**src/rtl/jnpe_regs.svh**
```systemverilog
`ifndef JNPE_REGS_SVH
`define JNPE_REGS_SVH
// Enable key shifted into the key register to unlock programming.
`define JNPE_KEY 16'ha370
// Fifteen-bit command words, opcode in bits 14:8, operand in bits 7:0.
`define JNPE_W_NOP_A 15'h2300
`define JNPE_W_ERASE_A 15'h2380
`define JNPE_W_ERASE_B 15'h3180
`define JNPE_W_ERASE_C 15'h3380
`define JNPE_W_FLASH_WR 15'h2310
`define JNPE_W_FLASH_RD 15'h2302
`define JNPE_W_FUSE_WR 15'h2340
`define JNPE_W_LOCK_WR 15'h2320
`define JNPE_W_FUSE_RD 15'h2304
`define JNPE_W_ID_RD 15'h2308
`define JNPE_W_HI_A 15'h3700
`define JNPE_W_HI_B 15'h3500
`define JNPE_W_LO_A 15'h3300
`define JNPE_W_LO_B 15'h3100
`define JNPE_W_NOP_B `JNPE_W_LO_A
`define JNPE_W_RD_A 15'h3200
`define JNPE_W_RD_C 15'h3600
`define JNPE_W_RD_FH 15'h3e00
// Opcodes that carry an operand byte.
`define JNPE_OP_ADDR_HI 7'h07
`define JNPE_OP_ADDR_LO 7'h03
`define JNPE_OP_DATA_LO 7'h13
`define JNPE_LOCK_PAD 2'h3
// Completion flag position inside a returned command word.
`define JNPE_POLL_BIT 9
// Tap walk: head patterns are sent first bit first.
`define JNPE_HEAD_IR 4'h3
`define JNPE_HEAD_IR_LEN 4
`define JNPE_HEAD_DR 4'h1
`define JNPE_HEAD_DR_LEN 3
`define JNPE_TLR_LEN 5
`define JNPE_TAIL_LEN 2
`define JNPE_PRIME_BITS 8
`define JNPE_BYTE_BITS 8
`define JNPE_KEY_BITS 16
`define JNPE_CMD_BITS 15
`endif

```
**src/rtl/jnpe_pkg.sv**
```systemverilog
package jnpe_pkg;
  typedef enum logic [3:0] {
    OP_ENTER, OP_LEAVE, OP_WORD, OP_ERASE, OP_FUSE_HI, OP_FUSE_LO,
    OP_LOCK, OP_READ_FUSES, OP_READ_SIG, OP_READ_CAL, OP_PAGE_WRITE,
    OP_PAGE_READ
  } jnpe_op_t;
  typedef enum logic [3:0] {
    K_END, K_RESET, K_IR, K_DR1, K_DR16, K_DR15, K_POLL, K_FILL, K_DUMP
  } jnpe_kind_t;
  typedef struct packed {
    jnpe_kind_t kind;
    logic resp;
    logic [15:0] data;
  } jnpe_step_t;
  typedef enum logic [1:0] {S_IDLE, S_FETCH, S_SCAN, S_NEXT} jnpe_state_t;
endpackage : jnpe_pkg

```
**src/rtl/jnpe_ctrl.sv**
```systemverilog
// Operation
// Enter: reset register gets 1, then the key register gets the key.
// Leave: no-op command, zero key, then 0 into the reset register.
// No-op is two command words and precedes disabling programming.
// Erase sends four words, then polls until the status bit is 1.
// Page programming is refused unless a chip erase completed first.
// Word-wise flash writes use raw command words in the required order.
// Page load: address with word-in-page zero, fill chain, write, poll.
// Device page fill chain is one page long, byte-buffered internally.
// Page bits go first word LSB first, last word MSB last.
// Page dump chain is page plus 8; first 8 bits are discarded.
// After priming, dump bytes come LSB first from first word onward.
// Fuse write entry word, then data-load opcode with fuse byte.
// High fuse write uses three words, then repeated poll word.
// Low fuse write uses three words, then repeated poll word.
// Device: fuse bit 0 programs, 1 unprograms.
// Lock write: entry, 11 plus six bits, three words, poll.
// Device: lock bit 0 programs, 1 leaves the bit unchanged.
// Polls repeat until the returned status bit reads 1.
// Fuse read entry, then two words return the low fuse byte.
// Combined fuse read returns high fuse, low fuse, lock in order.
// Id read: entry, address byte load, two words return the byte.
// Calibration read: entry, address byte, two words return the byte.
// Device accepts three-word sequences without their leading word.
// Device ignores address bits above its implemented top bits.
// Device held in reset while the reset register holds 1.
// Device key register is 16 bits; programming enabled on key match.
// Command register is 15 bits, returning the previous result.
// Device treats unknown command words as no operation.
`timescale 1ns/10ps
`include "jnpe_regs.svh"
module jnpe_ctrl #(
  parameter int HALF = 4, // Clocks per test clock half period, at least 3.
  parameter int PAGE_BITS = 1024, // Flash page size in bits, multiple of 8.
  parameter int WORD_BITS = 6, // Width of the word-in-page field.
  parameter int IR_LEN = 4, // Instruction register length.
  parameter logic [7:0] IR_RST_CODE = 8'h0c, // Reset select instruction.
  parameter logic [7:0] IR_KEY_CODE = 8'h04, // Key register instruction.
  parameter logic [7:0] IR_CMD_CODE = 8'h05, // Command instruction.
  parameter logic [7:0] IR_FILL_CODE = 8'h06, // Page fill instruction.
  parameter logic [7:0] IR_DUMP_CODE = 8'h07, // Page dump instruction.
  parameter int POLL_MAX = 10000 // Polls before giving up.
) (
  input wire logic clock, // System clock.
  input wire logic reset_n, // Asynchronous reset, active low.
  input wire logic cmd_valid, // Operation request.
  input wire jnpe_pkg::jnpe_op_t cmd_op, // Operation code.
  input wire logic [15:0] cmd_arg, // Word, byte or page address.
  output logic cmd_ready, // Ready for an operation.
  output logic rsp_valid, // Returned word or byte, one-cycle pulse.
  output logic [14:0] rsp_data, // Returned data.
  output logic op_done, // Operation finished, one-cycle pulse.
  output logic op_fail, // Finished with refusal or poll timeout.
  input wire logic fill_valid, // Page fill byte offered.
  input wire logic [7:0] fill_data, // Page fill byte.
  output logic fill_ready, // Page fill byte may be taken.
  output logic tck, // Test clock, divided from clock.
  output logic tms, // Test mode select.
  output logic tdi, // Test data to the device.
  input wire logic tdo // Test data from the device.
);
  localparam int PW = $clog2(PAGE_BITS + 32) + 1;

  jnpe_pkg::jnpe_state_t st;
  jnpe_pkg::jnpe_op_t op_r;
  jnpe_pkg::jnpe_step_t step;
  logic [15:0] arg_r;
  logic [3:0] idx;
  logic [15:0] polls;
  logic erased;
  logic [7:0] ph;
  logic [PW-1:0] pos, hd, nb, total, k_cur, k_nxt;
  logic [15:0] sr, cap, next_sr, next_cap;
  logic next_tdi, need_byte, byte_done, fall_go, rise_go, scan_end;
  logic tdo_m, tdo_s, fill_full;
  logic [7:0] fill_hold;

  function automatic jnpe_pkg::jnpe_step_t mk(jnpe_pkg::jnpe_kind_t k,
      logic r, logic [15:0] d);
    jnpe_pkg::jnpe_step_t s;
    s.kind = k;
    s.resp = r;
    s.data = d;
    return s;
  endfunction : mk

  function automatic jnpe_pkg::jnpe_step_t cw(logic [14:0] w, logic r);
    return mk(jnpe_pkg::K_DR15, r, {1'b0, w});
  endfunction : cw

  function automatic jnpe_pkg::jnpe_step_t ir(logic [7:0] c);
    return mk(jnpe_pkg::K_IR, 1'b0, {8'h00, c});
  endfunction : ir

  function automatic logic in_sh(logic [PW-1:0] p, logic [PW-1:0] h,
      logic [PW-1:0] n);
    return (p >= h) && (p < PW'(h + n));
  endfunction : in_sh

  // Step table: every operation is a short list of tap scans.
  always_comb begin
    logic [7:0] lo;
    lo = arg_r[7:0] & ~8'((1 << WORD_BITS) - 1);
    step = mk(jnpe_pkg::K_END, 1'b0, 16'h0000);
    case (op_r)
      jnpe_pkg::OP_ENTER: begin
        case (idx)
          4'h0: step = mk(jnpe_pkg::K_RESET, 1'b0, 16'h0000);
          4'h1: step = ir(IR_RST_CODE);
          4'h2: step = mk(jnpe_pkg::K_DR1, 1'b0, 16'h0001);
          4'h3: step = ir(IR_KEY_CODE);
          4'h4: step = mk(jnpe_pkg::K_DR16, 1'b0, `JNPE_KEY);
          default: ;
        endcase
      end
      jnpe_pkg::OP_LEAVE: begin
        case (idx)
          4'h0: step = ir(IR_CMD_CODE);
          4'h1: step = cw(`JNPE_W_NOP_A, 1'b0);
          4'h2: step = cw(`JNPE_W_NOP_B, 1'b0);
          4'h3: step = ir(IR_KEY_CODE);
          4'h4: step = mk(jnpe_pkg::K_DR16, 1'b0, 16'h0000);
          4'h5: step = ir(IR_RST_CODE);
          4'h6: step = mk(jnpe_pkg::K_DR1, 1'b0, 16'h0000);
          default: ;
        endcase
      end
      jnpe_pkg::OP_WORD: begin
        case (idx)
          4'h0: step = ir(IR_CMD_CODE);
          4'h1: step = cw(arg_r[14:0], 1'b1);
          default: ;
        endcase
      end
      jnpe_pkg::OP_ERASE: begin
        case (idx)
          4'h0: step = ir(IR_CMD_CODE);
          4'h1: step = cw(`JNPE_W_ERASE_A, 1'b0);
          4'h2: step = cw(`JNPE_W_ERASE_B, 1'b0);
          4'h3, 4'h4: step = cw(`JNPE_W_ERASE_C, 1'b0);
          4'h5: step = mk(jnpe_pkg::K_POLL, 1'b1, {1'b0, `JNPE_W_ERASE_C});
          default: ;
        endcase
      end
      jnpe_pkg::OP_FUSE_HI, jnpe_pkg::OP_FUSE_LO, jnpe_pkg::OP_LOCK: begin
        case (idx)
          4'h0: step = ir(IR_CMD_CODE);
          4'h1: step = cw(op_r == jnpe_pkg::OP_LOCK ? `JNPE_W_LOCK_WR
                          : `JNPE_W_FUSE_WR, 1'b0);
          4'h2: step = cw({`JNPE_OP_DATA_LO, op_r == jnpe_pkg::OP_LOCK ?
                          {`JNPE_LOCK_PAD, arg_r[5:0]} : arg_r[7:0]}, 1'b0);
          4'h3, 4'h5: step = cw(op_r == jnpe_pkg::OP_FUSE_HI ? `JNPE_W_HI_A
                                : `JNPE_W_LO_A, 1'b0);
          4'h4: step = cw(op_r == jnpe_pkg::OP_FUSE_HI ? `JNPE_W_HI_B
                          : `JNPE_W_LO_B, 1'b0);
          4'h6: step = mk(jnpe_pkg::K_POLL, 1'b1, op_r == jnpe_pkg::OP_FUSE_HI
                          ? {1'b0, `JNPE_W_HI_A} : {1'b0, `JNPE_W_LO_A});
          default: ;
        endcase
      end
      jnpe_pkg::OP_READ_FUSES: begin
        case (idx)
          4'h0: step = ir(IR_CMD_CODE);
          4'h1: step = cw(`JNPE_W_FUSE_RD, 1'b0);
          4'h2: step = cw(`JNPE_W_RD_FH, 1'b0);
          4'h3: step = cw(`JNPE_W_RD_A, 1'b1);
          4'h4: step = cw(`JNPE_W_RD_C, 1'b1);
          4'h5: step = cw(`JNPE_W_HI_A, 1'b1);
          default: ;
        endcase
      end
      jnpe_pkg::OP_READ_SIG, jnpe_pkg::OP_READ_CAL: begin
        case (idx)
          4'h0: step = ir(IR_CMD_CODE);
          4'h1: step = cw(`JNPE_W_ID_RD, 1'b0);
          4'h2: step = cw({`JNPE_OP_ADDR_LO, arg_r[7:0]}, 1'b0);
          4'h3: step = cw(op_r == jnpe_pkg::OP_READ_SIG ? `JNPE_W_RD_A
                          : `JNPE_W_RD_C, 1'b0);
          4'h4: step = cw(op_r == jnpe_pkg::OP_READ_SIG ? `JNPE_W_LO_A
                          : `JNPE_W_HI_A, 1'b1);
          default: ;
        endcase
      end
      jnpe_pkg::OP_PAGE_WRITE, jnpe_pkg::OP_PAGE_READ: begin
        case (idx)
          4'h0: step = ir(IR_CMD_CODE);
          4'h1: step = cw(op_r == jnpe_pkg::OP_PAGE_WRITE ? `JNPE_W_FLASH_WR
                          : `JNPE_W_FLASH_RD, 1'b0);
          4'h2: step = cw({`JNPE_OP_ADDR_HI, arg_r[15:8]}, 1'b0);
          4'h3: step = cw({`JNPE_OP_ADDR_LO, lo}, 1'b0);
          4'h4: step = ir(op_r == jnpe_pkg::OP_PAGE_WRITE ? IR_FILL_CODE
                          : IR_DUMP_CODE);
          4'h5: step = mk(op_r == jnpe_pkg::OP_PAGE_WRITE ? jnpe_pkg::K_FILL
                          : jnpe_pkg::K_DUMP, 1'b0, 16'h0000);
          4'h6: step = ir(IR_CMD_CODE);
          4'h7, 4'h9: step = op_r == jnpe_pkg::OP_PAGE_WRITE ?
                             cw(`JNPE_W_HI_A, 1'b0) : step;
          4'h8: step = op_r == jnpe_pkg::OP_PAGE_WRITE ?
                       cw(`JNPE_W_HI_B, 1'b0) : step;
          4'ha: step = op_r == jnpe_pkg::OP_PAGE_WRITE ?
                       mk(jnpe_pkg::K_POLL, 1'b1, {1'b0, `JNPE_W_HI_A}) : step;
          default: ;
        endcase
      end
      default: ;
    endcase
  end

  // Scan geometry of the current step; reset walk has no shift phase.
  always_comb begin
    hd = PW'(`JNPE_HEAD_DR_LEN);
    nb = PW'(`JNPE_CMD_BITS);
    total = PW'(`JNPE_TLR_LEN + 1);
    case (step.kind)
      jnpe_pkg::K_RESET: begin
        hd = '0;
        nb = '0;
      end
      jnpe_pkg::K_IR: hd = PW'(`JNPE_HEAD_IR_LEN);
      jnpe_pkg::K_DR1: nb = PW'(1);
      jnpe_pkg::K_DR16: nb = PW'(`JNPE_KEY_BITS);
      jnpe_pkg::K_FILL: nb = PW'(PAGE_BITS);
      jnpe_pkg::K_DUMP: nb = PW'(PAGE_BITS + `JNPE_PRIME_BITS);
      default: ;
    endcase
    if (step.kind == jnpe_pkg::K_IR) begin
      nb = PW'(IR_LEN);
    end
    if (step.kind != jnpe_pkg::K_RESET) begin
      total = PW'(hd + nb + PW'(`JNPE_TAIL_LEN));
    end
  end

  // Falling-edge data path: shift, capture, refill and next pin values.
  always_comb begin
    k_cur = PW'(pos - hd);
    k_nxt = PW'(pos + PW'(1) - hd);
    next_cap = in_sh(pos, hd, nb) ? {tdo_s, cap[15:1]} : cap;
    next_sr = in_sh(pos, hd, nb) ? {1'b0, sr[15:1]} : sr;
    need_byte = step.kind == jnpe_pkg::K_FILL &&
                in_sh(PW'(pos + PW'(1)), hd, nb) && k_nxt[2:0] == 3'h0;
    if (need_byte) begin
      next_sr = {8'h00, fill_hold};
    end
    next_tdi = in_sh(PW'(pos + PW'(1)), hd, nb) &&
               step.kind != jnpe_pkg::K_DUMP && next_sr[0];
    byte_done = step.kind == jnpe_pkg::K_DUMP && in_sh(pos, hd, nb) &&
                k_cur[2:0] == 3'h7 &&
                k_cur >= PW'(`JNPE_PRIME_BITS + `JNPE_BYTE_BITS - 1);
    fall_go = st == jnpe_pkg::S_SCAN && tck && ph == 8'(HALF - 1) &&
              !(need_byte && !fill_full);
    rise_go = st == jnpe_pkg::S_SCAN && !tck && ph == 8'(HALF - 1) &&
              pos < total;
    scan_end = fall_go && PW'(pos + PW'(1)) == total;
  end

  // Two flops on the returned test data before anything reads it.
  always_ff @(posedge clock or negedge reset_n) begin
    if (!reset_n) begin
      tdo_m <= 1'b0;
      tdo_s <= 1'b0;
    end else begin
      tdo_m <= tdo;
      tdo_s <= tdo_m;
    end
  end

  // Test clock divider; it stalls high when a fill byte is late.
  always_ff @(posedge clock or negedge reset_n) begin
    if (!reset_n) begin
      ph <= 8'h00;
      tck <= 1'b0;
    end else if (st != jnpe_pkg::S_SCAN) begin
      ph <= 8'h00;
      tck <= 1'b0;
    end else if (rise_go || fall_go) begin
      ph <= 8'h00;
      tck <= ~tck;
    end else if (ph != 8'(HALF - 1)) begin
      ph <= ph + 8'h01;
    end
  end

  // Scan position, shift data and pins; pins change only with tck low.
  always_ff @(posedge clock or negedge reset_n) begin
    if (!reset_n) begin
      pos <= '0;
      sr <= 16'h0000;
      cap <= 16'h0000;
      tms <= 1'b1;
      tdi <= 1'b0;
    end else if (st == jnpe_pkg::S_FETCH) begin
      pos <= '0;
      sr <= step.data;
      tms <= step.kind == jnpe_pkg::K_RESET ? 1'b1 :
             step.kind == jnpe_pkg::K_IR ? 1'(`JNPE_HEAD_IR) :
             1'(`JNPE_HEAD_DR);
      tdi <= 1'b0;
    end else if (fall_go) begin
      pos <= PW'(pos + PW'(1));
      sr <= next_sr;
      cap <= next_cap;
      tdi <= next_tdi;
      if (step.kind == jnpe_pkg::K_RESET) begin
        tms <= PW'(pos + PW'(1)) < PW'(`JNPE_TLR_LEN);
      end else if (PW'(pos + PW'(1)) < hd) begin
        tms <= step.kind == jnpe_pkg::K_IR ?
               1'(`JNPE_HEAD_IR >> (pos + PW'(1))) :
               1'(`JNPE_HEAD_DR >> (pos + PW'(1)));
      end else begin
        tms <= PW'(pos + PW'(1)) == PW'(hd + nb - PW'(1)) ||
               PW'(pos + PW'(1)) == PW'(hd + nb);
      end
    end
  end

  // One-byte holding stage between the fill port and the chain.
  always_ff @(posedge clock or negedge reset_n) begin
    if (!reset_n) begin
      fill_full <= 1'b0;
      fill_hold <= 8'h00;
      fill_ready <= 1'b0;
    end else if (fill_valid && fill_ready) begin
      fill_full <= 1'b1;
      fill_hold <= fill_data;
      fill_ready <= 1'b0;
    end else begin
      if (fall_go && need_byte) begin
        fill_full <= 1'b0;
      end
      fill_ready <= !fill_full || (fall_go && need_byte);
    end
  end

  // Operation sequencer; a poll timeout or a refused write ends the op.
  always_ff @(posedge clock or negedge reset_n) begin
    if (!reset_n) begin
      st <= jnpe_pkg::S_IDLE;
      op_r <= jnpe_pkg::OP_WORD;
      arg_r <= 16'h0000;
      idx <= 4'h0;
      polls <= 16'h0000;
      erased <= 1'b0;
      cmd_ready <= 1'b0;
      op_done <= 1'b0;
      op_fail <= 1'b0;
    end else begin
      op_done <= 1'b0;
      op_fail <= 1'b0;
      case (st)
        jnpe_pkg::S_IDLE: begin
          cmd_ready <= 1'b1;
          if (cmd_valid && cmd_ready) begin
            cmd_ready <= 1'b0;
            op_r <= cmd_op;
            arg_r <= cmd_arg;
            idx <= 4'h0;
            polls <= 16'h0000;
            if (cmd_op == jnpe_pkg::OP_PAGE_WRITE && !erased) begin
              op_done <= 1'b1;
              op_fail <= 1'b1;
            end else begin
              st <= jnpe_pkg::S_FETCH;
            end
          end
        end
        jnpe_pkg::S_FETCH: begin
          if (step.kind == jnpe_pkg::K_END) begin
            st <= jnpe_pkg::S_IDLE;
            op_done <= 1'b1;
            if (op_r == jnpe_pkg::OP_ERASE) begin
              erased <= 1'b1;
            end else if (op_r == jnpe_pkg::OP_LEAVE ||
                         op_r == jnpe_pkg::OP_ENTER) begin
              erased <= 1'b0;
            end
          end else begin
            st <= jnpe_pkg::S_SCAN;
          end
        end
        jnpe_pkg::S_SCAN: begin
          if (scan_end) begin
            st <= jnpe_pkg::S_NEXT;
          end
        end
        jnpe_pkg::S_NEXT: begin
          st <= jnpe_pkg::S_FETCH;
          if (step.kind == jnpe_pkg::K_POLL &&
              !cap[`JNPE_POLL_BIT + 1]) begin
            polls <= polls + 16'h0001;
            if (polls == 16'(POLL_MAX - 1)) begin
              st <= jnpe_pkg::S_IDLE;
              op_done <= 1'b1;
              op_fail <= 1'b1;
            end
          end else begin
            idx <= idx + 4'h1;
          end
        end
        default: st <= jnpe_pkg::S_IDLE;
      endcase
    end
  end

  // Returned words after each answering step, and dumped page bytes.
  always_ff @(posedge clock or negedge reset_n) begin
    if (!reset_n) begin
      rsp_valid <= 1'b0;
      rsp_data <= 15'h0000;
    end else begin
      rsp_valid <= 1'b0;
      if (fall_go && byte_done) begin
        rsp_valid <= 1'b1;
        rsp_data <= {7'h00, next_cap[15:8]};
      end else if (st == jnpe_pkg::S_NEXT && step.resp &&
                   (step.kind != jnpe_pkg::K_POLL ||
                    cap[`JNPE_POLL_BIT + 1])) begin
        rsp_valid <= 1'b1;
        rsp_data <= cap[15:1];
      end
    end
  end
endmodule : jnpe_ctrl

```
**config.mk**
```make
export PLATFORM = sky130hd
export DESIGN_NAME = jnpe_ctrl
export DESIGN_NICKNAME = d
export VERILOG_FILES = /design/src/rtl/jnpe_pkg.sv /design/src/rtl/jnpe_ctrl.sv
export VERILOG_INCLUDE_DIRS = /design/src /design/src/rtl
export SDC_FILE = /design/constraint.sdc
export NUM_CORES = 1
export LEC_CHECK = 0
export ABC_AREA = 1
export ABC_CLOCK_PERIOD_IN_PS = 6800
export BUFFER_PORTS_ARGS = -buffer_cell sky130_fd_sc_hd__buf_2
export CORE_ASPECT_RATIO = 0.75
export CORE_MARGIN = 2
export CORE_UTILIZATION = 35
export CTS_CLUSTER_SIZE = 24
export DETAILED_ROUTE_END_ITERATION = 6
export PLACE_DENSITY = 0.62
export SYNTH_ARGS = -nofsm -noshare
export SYNTH_HDL_FRONTEND = slang
export SYNTH_SLANG_ARGS = --single-unit
```
**constraint.sdc**
```tcl
create_clock -name clock -period 6.8 [get_ports clock]
set_input_delay 1.36 -clock clock [delete_from_list [all_inputs] [get_ports clock]]
set_output_delay 1.36 -clock clock [all_outputs]
set_load 0.05 [all_outputs]
```
==> results of run 1 <==
## metrics by stage
step	hold WS [ns]	setup WS, ns	cells	utilization [%]
after floorplan	0.331	1.85	1153	-
after global placement	0.336	0.856	1536	38.1
after detailed placement	0.340	0.712	1536	38.1
after CTS	0.354	0.679	1568	40.6
after global routing	0.371	0.0348	1568	40.6
final	0.353	0.613	1568	40.6
## layout by cell type, fill, tap and decap left out, drive strengths merged, types with 3 or more instances in the layout
master,instances
a31oi,10
a21boi,3
inv,167
a221oi,5
a32o,6
dfrtp,126
xnor2,5
o211ai,13
conb,4
a22oi,8
nor2,134
clkbuf,17
nand3,85
nor3b,5
mux2,10
clkinv,5
nor4,8
o2111ai,5
a21oi,52
o22ai,18
nand2,266
buf,66
o21ai,83
nor3,19
xor2,12
o21a,4
ha,43
nand4,18
a211oi,6
## flip-flops by register name, indices dropped and copies added (netlist names), 4 cells and up, named ones only
name	flops
op_r	4
idx	4
cap	15
ph	8
rsp_data	15
polls	16
fill_hold	8
pos	12
arg_r	16
sr	16
## per-layer routing
metal  routed length (µm)  part of all wire, %  up-vias  global-route usage [%]
met1                12600                   50     3822                    28.7
met3                 1760                  7.0       34                    4.75
li1                     -                    -     4006                       -
met5                    0                    0        -                       0
met2                10200                   41      270                    28.0
met4                  442                  1.8        0                    5.81
## synthesized netlist by cell type, types with 5 or more instances
master                     number  area share [%]
sky130_fd_sc_hd__a211oi_1       6            0.51
sky130_fd_sc_hd__a21oi_1       50             2.9
sky130_fd_sc_hd__a221oi_1       5            0.50
sky130_fd_sc_hd__a22oi_1        8            0.69
sky130_fd_sc_hd__a31oi_1        9            0.64
sky130_fd_sc_hd__a32o_1         6            0.69
sky130_fd_sc_hd__clkbuf_1      13            0.56
sky130_fd_sc_hd__dfrtp_1      126              36
sky130_fd_sc_hd__ha_1          43             6.1
sky130_fd_sc_hd__inv_1        136             5.8
sky130_fd_sc_hd__inv_2         21            0.90
sky130_fd_sc_hd__mux2_2         8             1.0
sky130_fd_sc_hd__nand2_1      245              11
sky130_fd_sc_hd__nand2_2       14             1.0
sky130_fd_sc_hd__nand2_4        7            0.90
sky130_fd_sc_hd__nand3_1       76             4.3
sky130_fd_sc_hd__nand3_2        7            0.80
sky130_fd_sc_hd__nand4_1       16             1.1
sky130_fd_sc_hd__nor2_1       113             4.8
sky130_fd_sc_hd__nor2_2        12            0.86
sky130_fd_sc_hd__nor2_4         8             1.0
sky130_fd_sc_hd__nor3_1        14            0.80
sky130_fd_sc_hd__nor3b_1        5            0.43
sky130_fd_sc_hd__nor4_1         8            0.57
sky130_fd_sc_hd__o211ai_1      13             1.1
sky130_fd_sc_hd__o21ai_0       74             4.2
sky130_fd_sc_hd__o21ai_1        5            0.29
sky130_fd_sc_hd__o22ai_1       18             1.3
sky130_fd_sc_hd__xnor2_1        5            0.50
sky130_fd_sc_hd__xor2_1        12             1.2
## cells by family after synthesis
family	Yosys count	share of synthesized area, %
simple gates	541	29.4
compound gates	227	16.0
buf+inv	179	8.07
flops	128	36.6
fa+ha+maj	45	6.60
xor+xnor	17	1.70
mux	12	1.51
other cells	1	0.0428
## final cells by class
type / instances / area share (%)
inverters: 158 / 5.91
clock buffers: 17 / 4.23
repair buffers: 66 / 3.62
clock inverters: 15 / 1.82
flip-flops and latches: 128 / 31.9
multi-input cells: 846 / 48.3
well taps: 338 / 4.21
## worst min-delay path by stage
stage               start    end  slack (ns)
floorplan           tdo_m  tdo_s        0.33
global placement    tdo_m  tdo_s        0.34
detailed placement  tdo_m  tdo_s        0.34
CTS                 tdo_m  tdo_s        0.35
global route        tdo_m  tdo_s        0.37
finish              tdo_m  tdo_s        0.35
==> results.txt, run 1 <==
The dominant delay contributor by cell family on the critical path is simple AND/OR/NAND/NOR gates. The number of flops mapped to enable cells by yosys came out at 0. The maximum fanout encountered on the critical timing path is 24. The count of nets left with antenna violations once routing finished came out at 0. On the worst path, the slowest cell contributes a delay of 0.50 ns. The global-route wire length before repair came out at 40.9 mm. Detailed placement ended at an HPWL of 19.0 mm.

The die height came out at 141 µm. Once the floorplan was initialized, standard cells occupied 35.3% of the core. The area overhead of the layout relative to synthesis came out at 14.8%. After clock tree synthesis, the clock-pin slew on the worst setup and hold paths is 0.07 ns. The area of the die came out at 26300 µm². The via count of the first global-routing pass is 7653. The worst register-to-register path begins at idx[1].

The post-synthesis sequential area ratio came out at 36.6%. Setup repair after global routing left no endpoint under its margin. The clock latency of the later-clocked register in the worst-skew pair came out at 0.43 ns.

The overall routed net length is 25.0 mm. The minimum clock period is 6.19 ns. The final worst-path cycle share is 91.0%. The placed instance area is 9440 µm².

The startpoint-to-endpoint class of the critical path is reg -> reg. Dividing the detail-routed wire length by the instance count gives 16.0 µm. In this run the worst setup path begins at idx[1]. The total core area is 24800 µm². The H-tree depth reported by CTS came out at 4. In this run the mean area of a mapped cell was 7.61 µm². The iteration-0 DRC count of the detailed router is 712. The final max-slew violation count is 0. The fraction of layout instances using a drive strength above 1 came out at 16.3%. The number of sinks driven by the clock tree came out at 128. The mean number of vias per cell came out at 5.19. The worst setup path endpoint is cap[3].

Max-cap violations in this run came to 0. Data on the critical path is required at its endpoint by 7.13 ns. The post-cts hold buffer count came out at 0. The count of buffer and inverter cells on the critical path came out at 7. The number of remaining DRC errors is 0.

Global routing consumed, over all layers together, 19.5% of the routing resources. The kind of capture point of the worst setup path is a flip-flop. In the synthesized netlist the dominant register cell turns out to be sky130_fd_sc_hd__dfrtp_1. The hold violation count in the final report was 0. The register cell area after layout is 3210 µm². Across all register-to-register paths, the minimum setup slack is 0.61 ns.

In this run the clock root is driven by a sky130_fd_sc_hd__clkbuf_16. Global routing finished with a remaining overflow of 0. The worst hold path belongs to the class reg -> reg.

The congestion estimate from routability-driven global placement came to 1.02. The master of the slowest instance on the critical path is sky130_fd_sc_hd__nor3_1. The post-synthesis register bit count came out at 128. The flow ran to the end, and the final reports show no timing, DRC or antenna violations. The netlist area before placement came out at 8750 µm².

STA classifies the critical path startpoint as a flip-flop. The number of buffer cells added on primary ports came out at 55. The net total in the final layout is 1295.

Summing all multi-input logic gate instances after layout gives 4860 µm². The worst clock skew is 0.0129 ns. The count of final setup violators is 0. Entering global routing, the biggest net connects 72 pins. The worst register-to-register path has a depth of 30. Among the stages of the critical path, the cell type that occurs most often is sky130_fd_sc_hd__inv_1.

The actual slew at the worst max-slew pin came out at 0.769 ns. Before antenna repair, the detailed router went through 5 iterations. The deepest clock path buffer count is 2. The number of instances in the synthesized netlist is 1150. The number of inserted filler cells in the final layout is 2587.

Data arrives at the worst endpoint at 6.51 ns. The number of core rows came out at 50. The total CTS buffers came out at 17. The number of antenna violations at the first check in global routing came to 0. Of all flip-flops after synthesis, the portion carrying an async set or reset was 100%. Based on the critical path, the design can be clocked at up to 0.162 GHz.

The antenna cell count came out at 0. The worst relative slew slack is 47.4%. TritonCTS built the clock tree. The boundary pin count came out at 56. The synthesis warning total came out at 0. The post-CTS setup buffer count came out at 0. The worst register-to-register path ends at cap[3].

The horizontal extent of the die came out at 187 µm. The design area is 10100 µm². The setup TNS after final layout is 0 ns. In this run, post-CTS repair resized a total of 0 instances.

The routed layout has 8132 vias. The distinct cell type count after synthesis came out at 64. The count of cell instances traversed by the critical path came out at 30. The number of stages on the worst hold path came out at 0.
Power of run 1 is left out: the tool's default activity adds up to more than one toggle a clock period on the data nets, which glitch-free logic cannot reach.
==> inputs of run 2 (changes only) <==
--- a/config.mk
+++ b/config.mk
@@ -7,14 +7,16 @@
 export NUM_CORES = 1
 export LEC_CHECK = 0
 export ABC_AREA = 1
-export ABC_CLOCK_PERIOD_IN_PS = 6800
+export ABC_CLOCK_PERIOD_IN_PS = 5300
 export BUFFER_PORTS_ARGS = -buffer_cell sky130_fd_sc_hd__buf_2
 export CORE_ASPECT_RATIO = 0.75
 export CORE_MARGIN = 2
 export CORE_UTILIZATION = 35
 export CTS_CLUSTER_SIZE = 24
 export DETAILED_ROUTE_END_ITERATION = 6
-export PLACE_DENSITY = 0.62
+export PLACE_DENSITY = 0.64
+export RECOVER_POWER = 100
+export SLEW_MARGIN = 25
 export SYNTH_ARGS = -nofsm -noshare
 export SYNTH_HDL_FRONTEND = slang
 export SYNTH_SLANG_ARGS = --single-unit
==> constraint.sdc (replaced) <==
create_clock -name clock -period 5.3 [get_ports clock]
set_input_delay 1.06 -clock clock [delete_from_list [all_inputs] [get_ports clock]]
set_output_delay 1.06 -clock clock [all_outputs]
set_load 0.05 [all_outputs]
==> run 2 against run 1 <==
The flow now finishes with violations (max-capacitance violations, max-slew violations). Critical path depth increased by 5. Wire length grew 2.8%. Register-to-register slack worse by 0.28 ns. Sequential share of layout area down 1.3 points. Worst setup slack worse by 0.28 ns. Final cell count increased by 2.8%.
==> results.txt, run 2 (synthesis results as in run 1) <==
Dividing the detail-routed wire length by the instance count gives 16.0 µm. The clock-pin slew on the worst setup and hold paths came out at 0.06 ns. The overall routed net length is 25.7 mm. By startpoint and endpoint, the worst setup path is classified as reg -> reg. The library cells used most frequently in the layout, excluding fill and tap cells, are sky130_fd_sc_hd__nand2_1 (241), sky130_fd_sc_hd__inv_1 (133), sky130_fd_sc_hd__dfrtp_1 (122). The boundary pin count is 56. The worst clock skew is 0.0164 ns. The hold violation count in the final report is 0. At the pin with the least slew margin, the transition time is 2.62 ns. The number of remaining DRC errors came out at 0. In this run the register-to-register setup slack is 0.33 ns. The placed instance area is 9710 µm². In this run the core area contains 50 standard-cell rows. The largest registers in the layout are arg_r x16, polls x16, sr x16.

The post-route netlist has 18.9% of its cells at a drive strength greater than 1. The startpoint identified for the worst register-to-register timing path is idx[0]. The max-capacitance violation count is 1. Of all nets on the critical path, the largest fanout is 9.

TritonCTS built the clock tree. The count of final setup violators came out at 0. The die height is 141 µm. Clock tree synthesis inserted a total of 17 buffers.

For this block, the initial DRC count from the detailed router was 773. The H-tree depth reported by CTS is 4. The total congestion overflow after global routing is 0. The deepest clock path buffer count came out at 2. Counting stages on the worst path, the most repeated cell is sky130_fd_sc_hd__nand2_1. The post-cts hold buffer count came out at 0. The library cell used most frequently in the layout, excluding fill and tap cells, is sky130_fd_sc_hd__nand2_1. The wire-length estimate of the detail-placed layout is 19.2 mm. The number of sinks driven by the clock tree is 128. The maximum clock rate is 0.201 GHz. The worst-case reg-to-reg path depth came out at 35. The core region is 24800 µm². The number of vias after detailed routing is 8450. Setup total negative slack on the finished layout was measured at 0 ns.

Global routing used 19.8% of the available tracks. The endpoint of the lowest-slack register-to-register path is sr[6]. Clock latency on the worst-skew pair, taken at its later pin, is 0.43 ns.

The flow ran to the end, but the final reports show violations. The final reports fail on max-capacitance violations, max-slew violations. The area of the die came out at 26300 µm². The horizontal extent of the die came out at 187 µm. The net total in the final layout is 1339. The data required time at the worst endpoint came out at 5.62 ns. Fill cells in the final layout number 2603. The critical path starts at idx[0]. The final worst setup slack is 0.333 ns. The remaining antenna violation count after routing came out at 0. The antenna cell count is 0. The data arrival time of the worst path came out at 5.28 ns. The maximum cell stage delay along the critical path came out at 0.46 ns. The area overhead of the layout relative to synthesis came out at 19.7%. The number of antenna violations at the first check in global routing is 0. The initial standard-cell utilization of the core came out at 35.3%. After detailed routing, the number of vias per cell comes to 5.24. The setup slack after placement came out at 0.00626 ns. The path class of the tightest hold or removal check is reg -> reg. The minimum clock period came out at 4.97 ns. The final RePlAce weighted congestion came out at 0.991.

The design area came out at 10500 µm². The global-route wire length before repair came out at 41.7 mm. The total iterations of the first detailed-routing run is 7. In this run the tool buffered the top-level ports with 55 buffer cells. Entering global routing, the biggest net connects 45 pins. The worst setup path is launched from a flip-flop. The final worst-path cycle share is 93.7%. STA classifies the critical path endpoint as a flip-flop. The tree is rooted in a sky130_fd_sc_hd__clkbuf_16. The most critical setup path has its endpoint at sr[6]. The worst hold slack after final layout is 0.364 ns. For this design, the slowest cell found on the critical path is sky130_fd_sc_hd__dfrtp_2. The final max-slew violation count was 44. The worst relative slew slack is -74.6%. The via count of the first global-routing pass was 7869.
-- run 2: worst max-delay path: cells and delay by family, from the launching register on --
family / cells / cell delay [ns]
AO/OA/AOI/OAI: 4 / 0.49
adder cells (fa/ha/maj): 4 / 0.99
buffers and inverters: 6 / 0.66
flip-flops: 1 / 0.46
AND/OR/NAND/NOR: 21 / 2.30
-- run 2: layer usage --
layer | wire [µm] | track usage [%] | vias up
met4 | 344 | 5.05 | 0
met1 | 12700 | 30.2 | 3970
met2 | 10600 | 27.9 | 349
met3 | 2070 | 4.36 | 39
met5 | 0 | 0 | -
li1 | - | - | 4092
-- run 2: worst min-delay path by stage --
stage,from,end,cells after the start
floorplan,tdo_m,tdo_s,0
detailed placement,tdo_m,tdo_s,0
global placement,tdo_m,tdo_s,0
finish,tdo_m,tdo_s,0
CTS,tdo_m,tdo_s,0
global route,tdo_m,tdo_s,0
-- run 2: area by class of cell --
type / instances / area [µm²] / share of cell area (%)
multi-input combinational: 846 / 5020 / 47.9
clock inverter: 11 / 85.1 / 0.812
clock buffer: 21 / 460 / 4.39
sequential: 128 / 3210 / 30.6
timing repair buffer: 110 / 686 / 6.54
inverter: 158 / 599 / 5.72
tap: 338 / 423 / 4.04
-- run 2: repair_timing --
item                                    4_1_cts  5_1_grt
pin swaps                                     0       12
resized for setup                             2       49
endpoints found under the hold margin         0        0
buffers inserted                              0       10
endpoints found under the setup margin        1       66
-- run 2: stage by stage --
stage / utilization [%] / instances
final: 42.3 / 1612
after CTS: 41.4 / 1602
after floorplan: - / 1153
after global placement: 39.2 / 1570
after detailed placement: 39.2 / 1570
after global routing: 42.3 / 1612
Power of run 2 is left out for the same reason.
==> inputs of run 3 (changes only) <==
--- a/config.mk
+++ b/config.mk
@@ -7,7 +7,7 @@
 export NUM_CORES = 1
 export LEC_CHECK = 0
 export ABC_AREA = 1
-export ABC_CLOCK_PERIOD_IN_PS = 5300
+export ABC_CLOCK_PERIOD_IN_PS = 4300
 export BUFFER_PORTS_ARGS = -buffer_cell sky130_fd_sc_hd__buf_2
 export CORE_ASPECT_RATIO = 0.75
 export CORE_MARGIN = 2
==> constraint.sdc (replaced) <==
create_clock -name clock -period 4.3 [get_ports clock]
set_input_delay 0.86 -clock clock [delete_from_list [all_inputs] [get_ports clock]]
set_output_delay 0.86 -clock clock [all_outputs]
set_load 0.05 [all_outputs]
==> run 3 against run 2 <==
The run ends with max-capacitance violations, max-slew violations, negative setup slack left. Non-clock buffer count grew 144. Final cell count grew 9.1%. Via count grew 7.6%. Worst hold slack lost 0.014 ns. Wire length grew 11%. Worst setup slack lost 0.89 ns. Critical path depth shrank 1. Sequential share of layout area shrank 4.6 points. Maximum frequency grew 2.3%. Clock-buffer cell count shrank 4.
==> results.txt, run 3 (synthesis results as in run 1) <==
The number of core rows is 50. The max-capacitance violation count is 1. The boundary pin count came out at 56. The library cells used most frequently in the layout, excluding fill and tap cells, are sky130_fd_sc_hd__nand2_1 (220), sky130_fd_sc_hd__buf_4 (164), sky130_fd_sc_hd__inv_1 (125).

The initial standard-cell utilization of the core is 35.3%. At the end of routability-driven placement, the weighted congestion stood at 0.982. The deepest clock path buffer count is 2. The hold violation count in the final report is 0.

Measured along the y axis, the die boundary spans 141 µm. The slowest stage of the critical path is the sky130_fd_sc_hd__dfrtp_2 cell. The largest registers in the layout are arg_r x16, polls x16, sr x16. The worst clock skew came out at 0.0145 ns.

Data on the critical path arrives at its endpoint at 5.18 ns. The total CTS buffers is 17. Across all hold checks on the routed design, the worst slack comes to 0.350 ns. The iteration-0 DRC count of the detailed router came out at 941. Measured against its own limit, the worst slew margin works out to -42.7%.

Setup repair after global routing could not meet its margin everywhere. In the routed design, unresolved DRC markers number 0. The count of buffers added on input and output ports is 55. The fraction of layout instances using a drive strength above 1 came out at 33.7%. The floorplan step set the die width to 187 µm.

The remaining antenna violation count after routing came out at 0. After clock tree synthesis, the clock-pin slew on the worst setup and hold paths is 0.07 ns. The H-tree depth reported by CTS is 4. The final worst setup slack is -0.554 ns. The sum of net half-perimeters after detailed placement came out at 20.9 mm. The number of vias after detailed routing came out at 9090. The final max-slew violation count is 84.

The via count of the first global-routing pass came to 8607. The CTS tree is yes. Using the TritonRoute via totals, the vias-per-cell ratio works out to 5.17. The worst hold path belongs to the class reg -> reg. The minimum clock period came out at 4.85 ns. STA classifies the critical path startpoint as a flip-flop. The checks that failed: max-capacitance violations, max-slew violations, negative setup slack. The most common cell after layout, fill and taps aside is sky130_fd_sc_hd__nand2_1. The data required time at the worst endpoint came out at 4.62 ns. The flow ran to the end, but the final reports show violations. The final worst-path cycle share is 113%. The global-route wire length before repair is 45.8 mm. Entering global routing, the biggest net connects 84 pins. The maximum cell stage delay along the critical path is 0.44 ns. The net total in the final layout came out at 1485. The number of sinks driven by the clock tree came out at 128. The first TritonRoute pass finished after 5 iterations. Counting stages on the worst path, the most repeated cell is sky130_fd_sc_hd__nand2_4.

The setup slack of the worst register-to-register path is -0.55 ns. The startpoint-to-endpoint class of the critical path is reg -> reg. The tree is rooted in a sky130_fd_sc_hd__clkbuf_16. The number of antenna violations at the first check in global routing was 0.

The overall routed net length came out at 28.7 mm. The detailed-route wire length per cell came out at 16.3 µm. The area of the die is 26300 µm². The core region is 24800 µm².

The post-cts hold buffer count came out at 0. The maximum clock rate is 0.206 GHz. Global routing consumed, over all layers together, 21.7% of the routing resources. The maximum fanout encountered on the critical timing path is 6. The clock latency of the later-clocked register in the worst-skew pair is 0.43 ns. The actual slew at the worst max-slew pin is 2.14 ns. Relative to the synthesized area, the layout overhead comes to 40.9%.

The final core utilization is 49.8%. The total congestion overflow after global routing came out at 0. STA classifies the critical path endpoint as a flip-flop.

The antenna cell count is 0. The count of final setup violators came out at 69.
==> run 3: final timing paths <==
check                           startpoint        to  cells after the start
worst max-delay path                idx[0]    cap[3]                     34
worst min-delay path                 tdo_m     tdo_s                      0
max in group asynchronous          reset_n    pos[2]                      2
worst min register to register       tdo_m     tdo_s                      0
worst max register to register      idx[0]    cap[3]                     34
min in group asynchronous          reset_n  arg_r[0]                      1
==> run 3: cell type report <==
class,instances,area [µm²]
clock buffers,17,425
repair inverters,2,18.8
clock inverters,15,183
flip-flops and latches,128,3210
multi-input cells,846,5540
well taps,338,423
repair buffers,254,1910
fillers,2379,12400
inverters,158,633
==> run 3: worst max-delay path, delay by kind of cell, from the launching register on <==
kind                       cells  cell delay (ns)
muxes                          1             0.32
buffers and inverters          7             0.63
AOI/OAI and AO/OA              2             0.38
and+or+nand+nor               20             1.98
DFF                            1             0.44
adders and majority gates      4             0.97
==> run 3: layer usage <==
metal  vias to the layer above  wire (µm)  global-route usage, %
met5                         -          0                      0
met4                         0        611                   4.85
met3                        50       1870                   4.41
met2                       314      12200                   33.0
met1                      4331      14000                   31.8
li1                       4395          -                      -
==> run 3: timing repair <==
item | 4_1_cts | 5_1_grt
gates resized for setup | 89 | 99
gates cloned | 4 | 0
buffers inserted | 27 | 21
pin swaps | 41 | 43
endpoints found under the hold margin | 0 | 0
setup endpoints to repair | 69 | 69
==> run 3: stage by stage <==
stage	instances	TNS, ns	cell area, µm²	setup WS [ns]
2_1_floorplan	1153	-9.51	8960	-0.323
3_3_place_gp	1677	-28.58	10800	-0.562
3_5_place_dp	1677	-33.04	10800	-0.610
4_1_cts	1739	-22.82	11900	-0.438
5_1_grt	1758	-48.90	12300	-0.797
6_report	1758	-30.58	12300	-0.554
Power of run 3 is left out for the same reason.
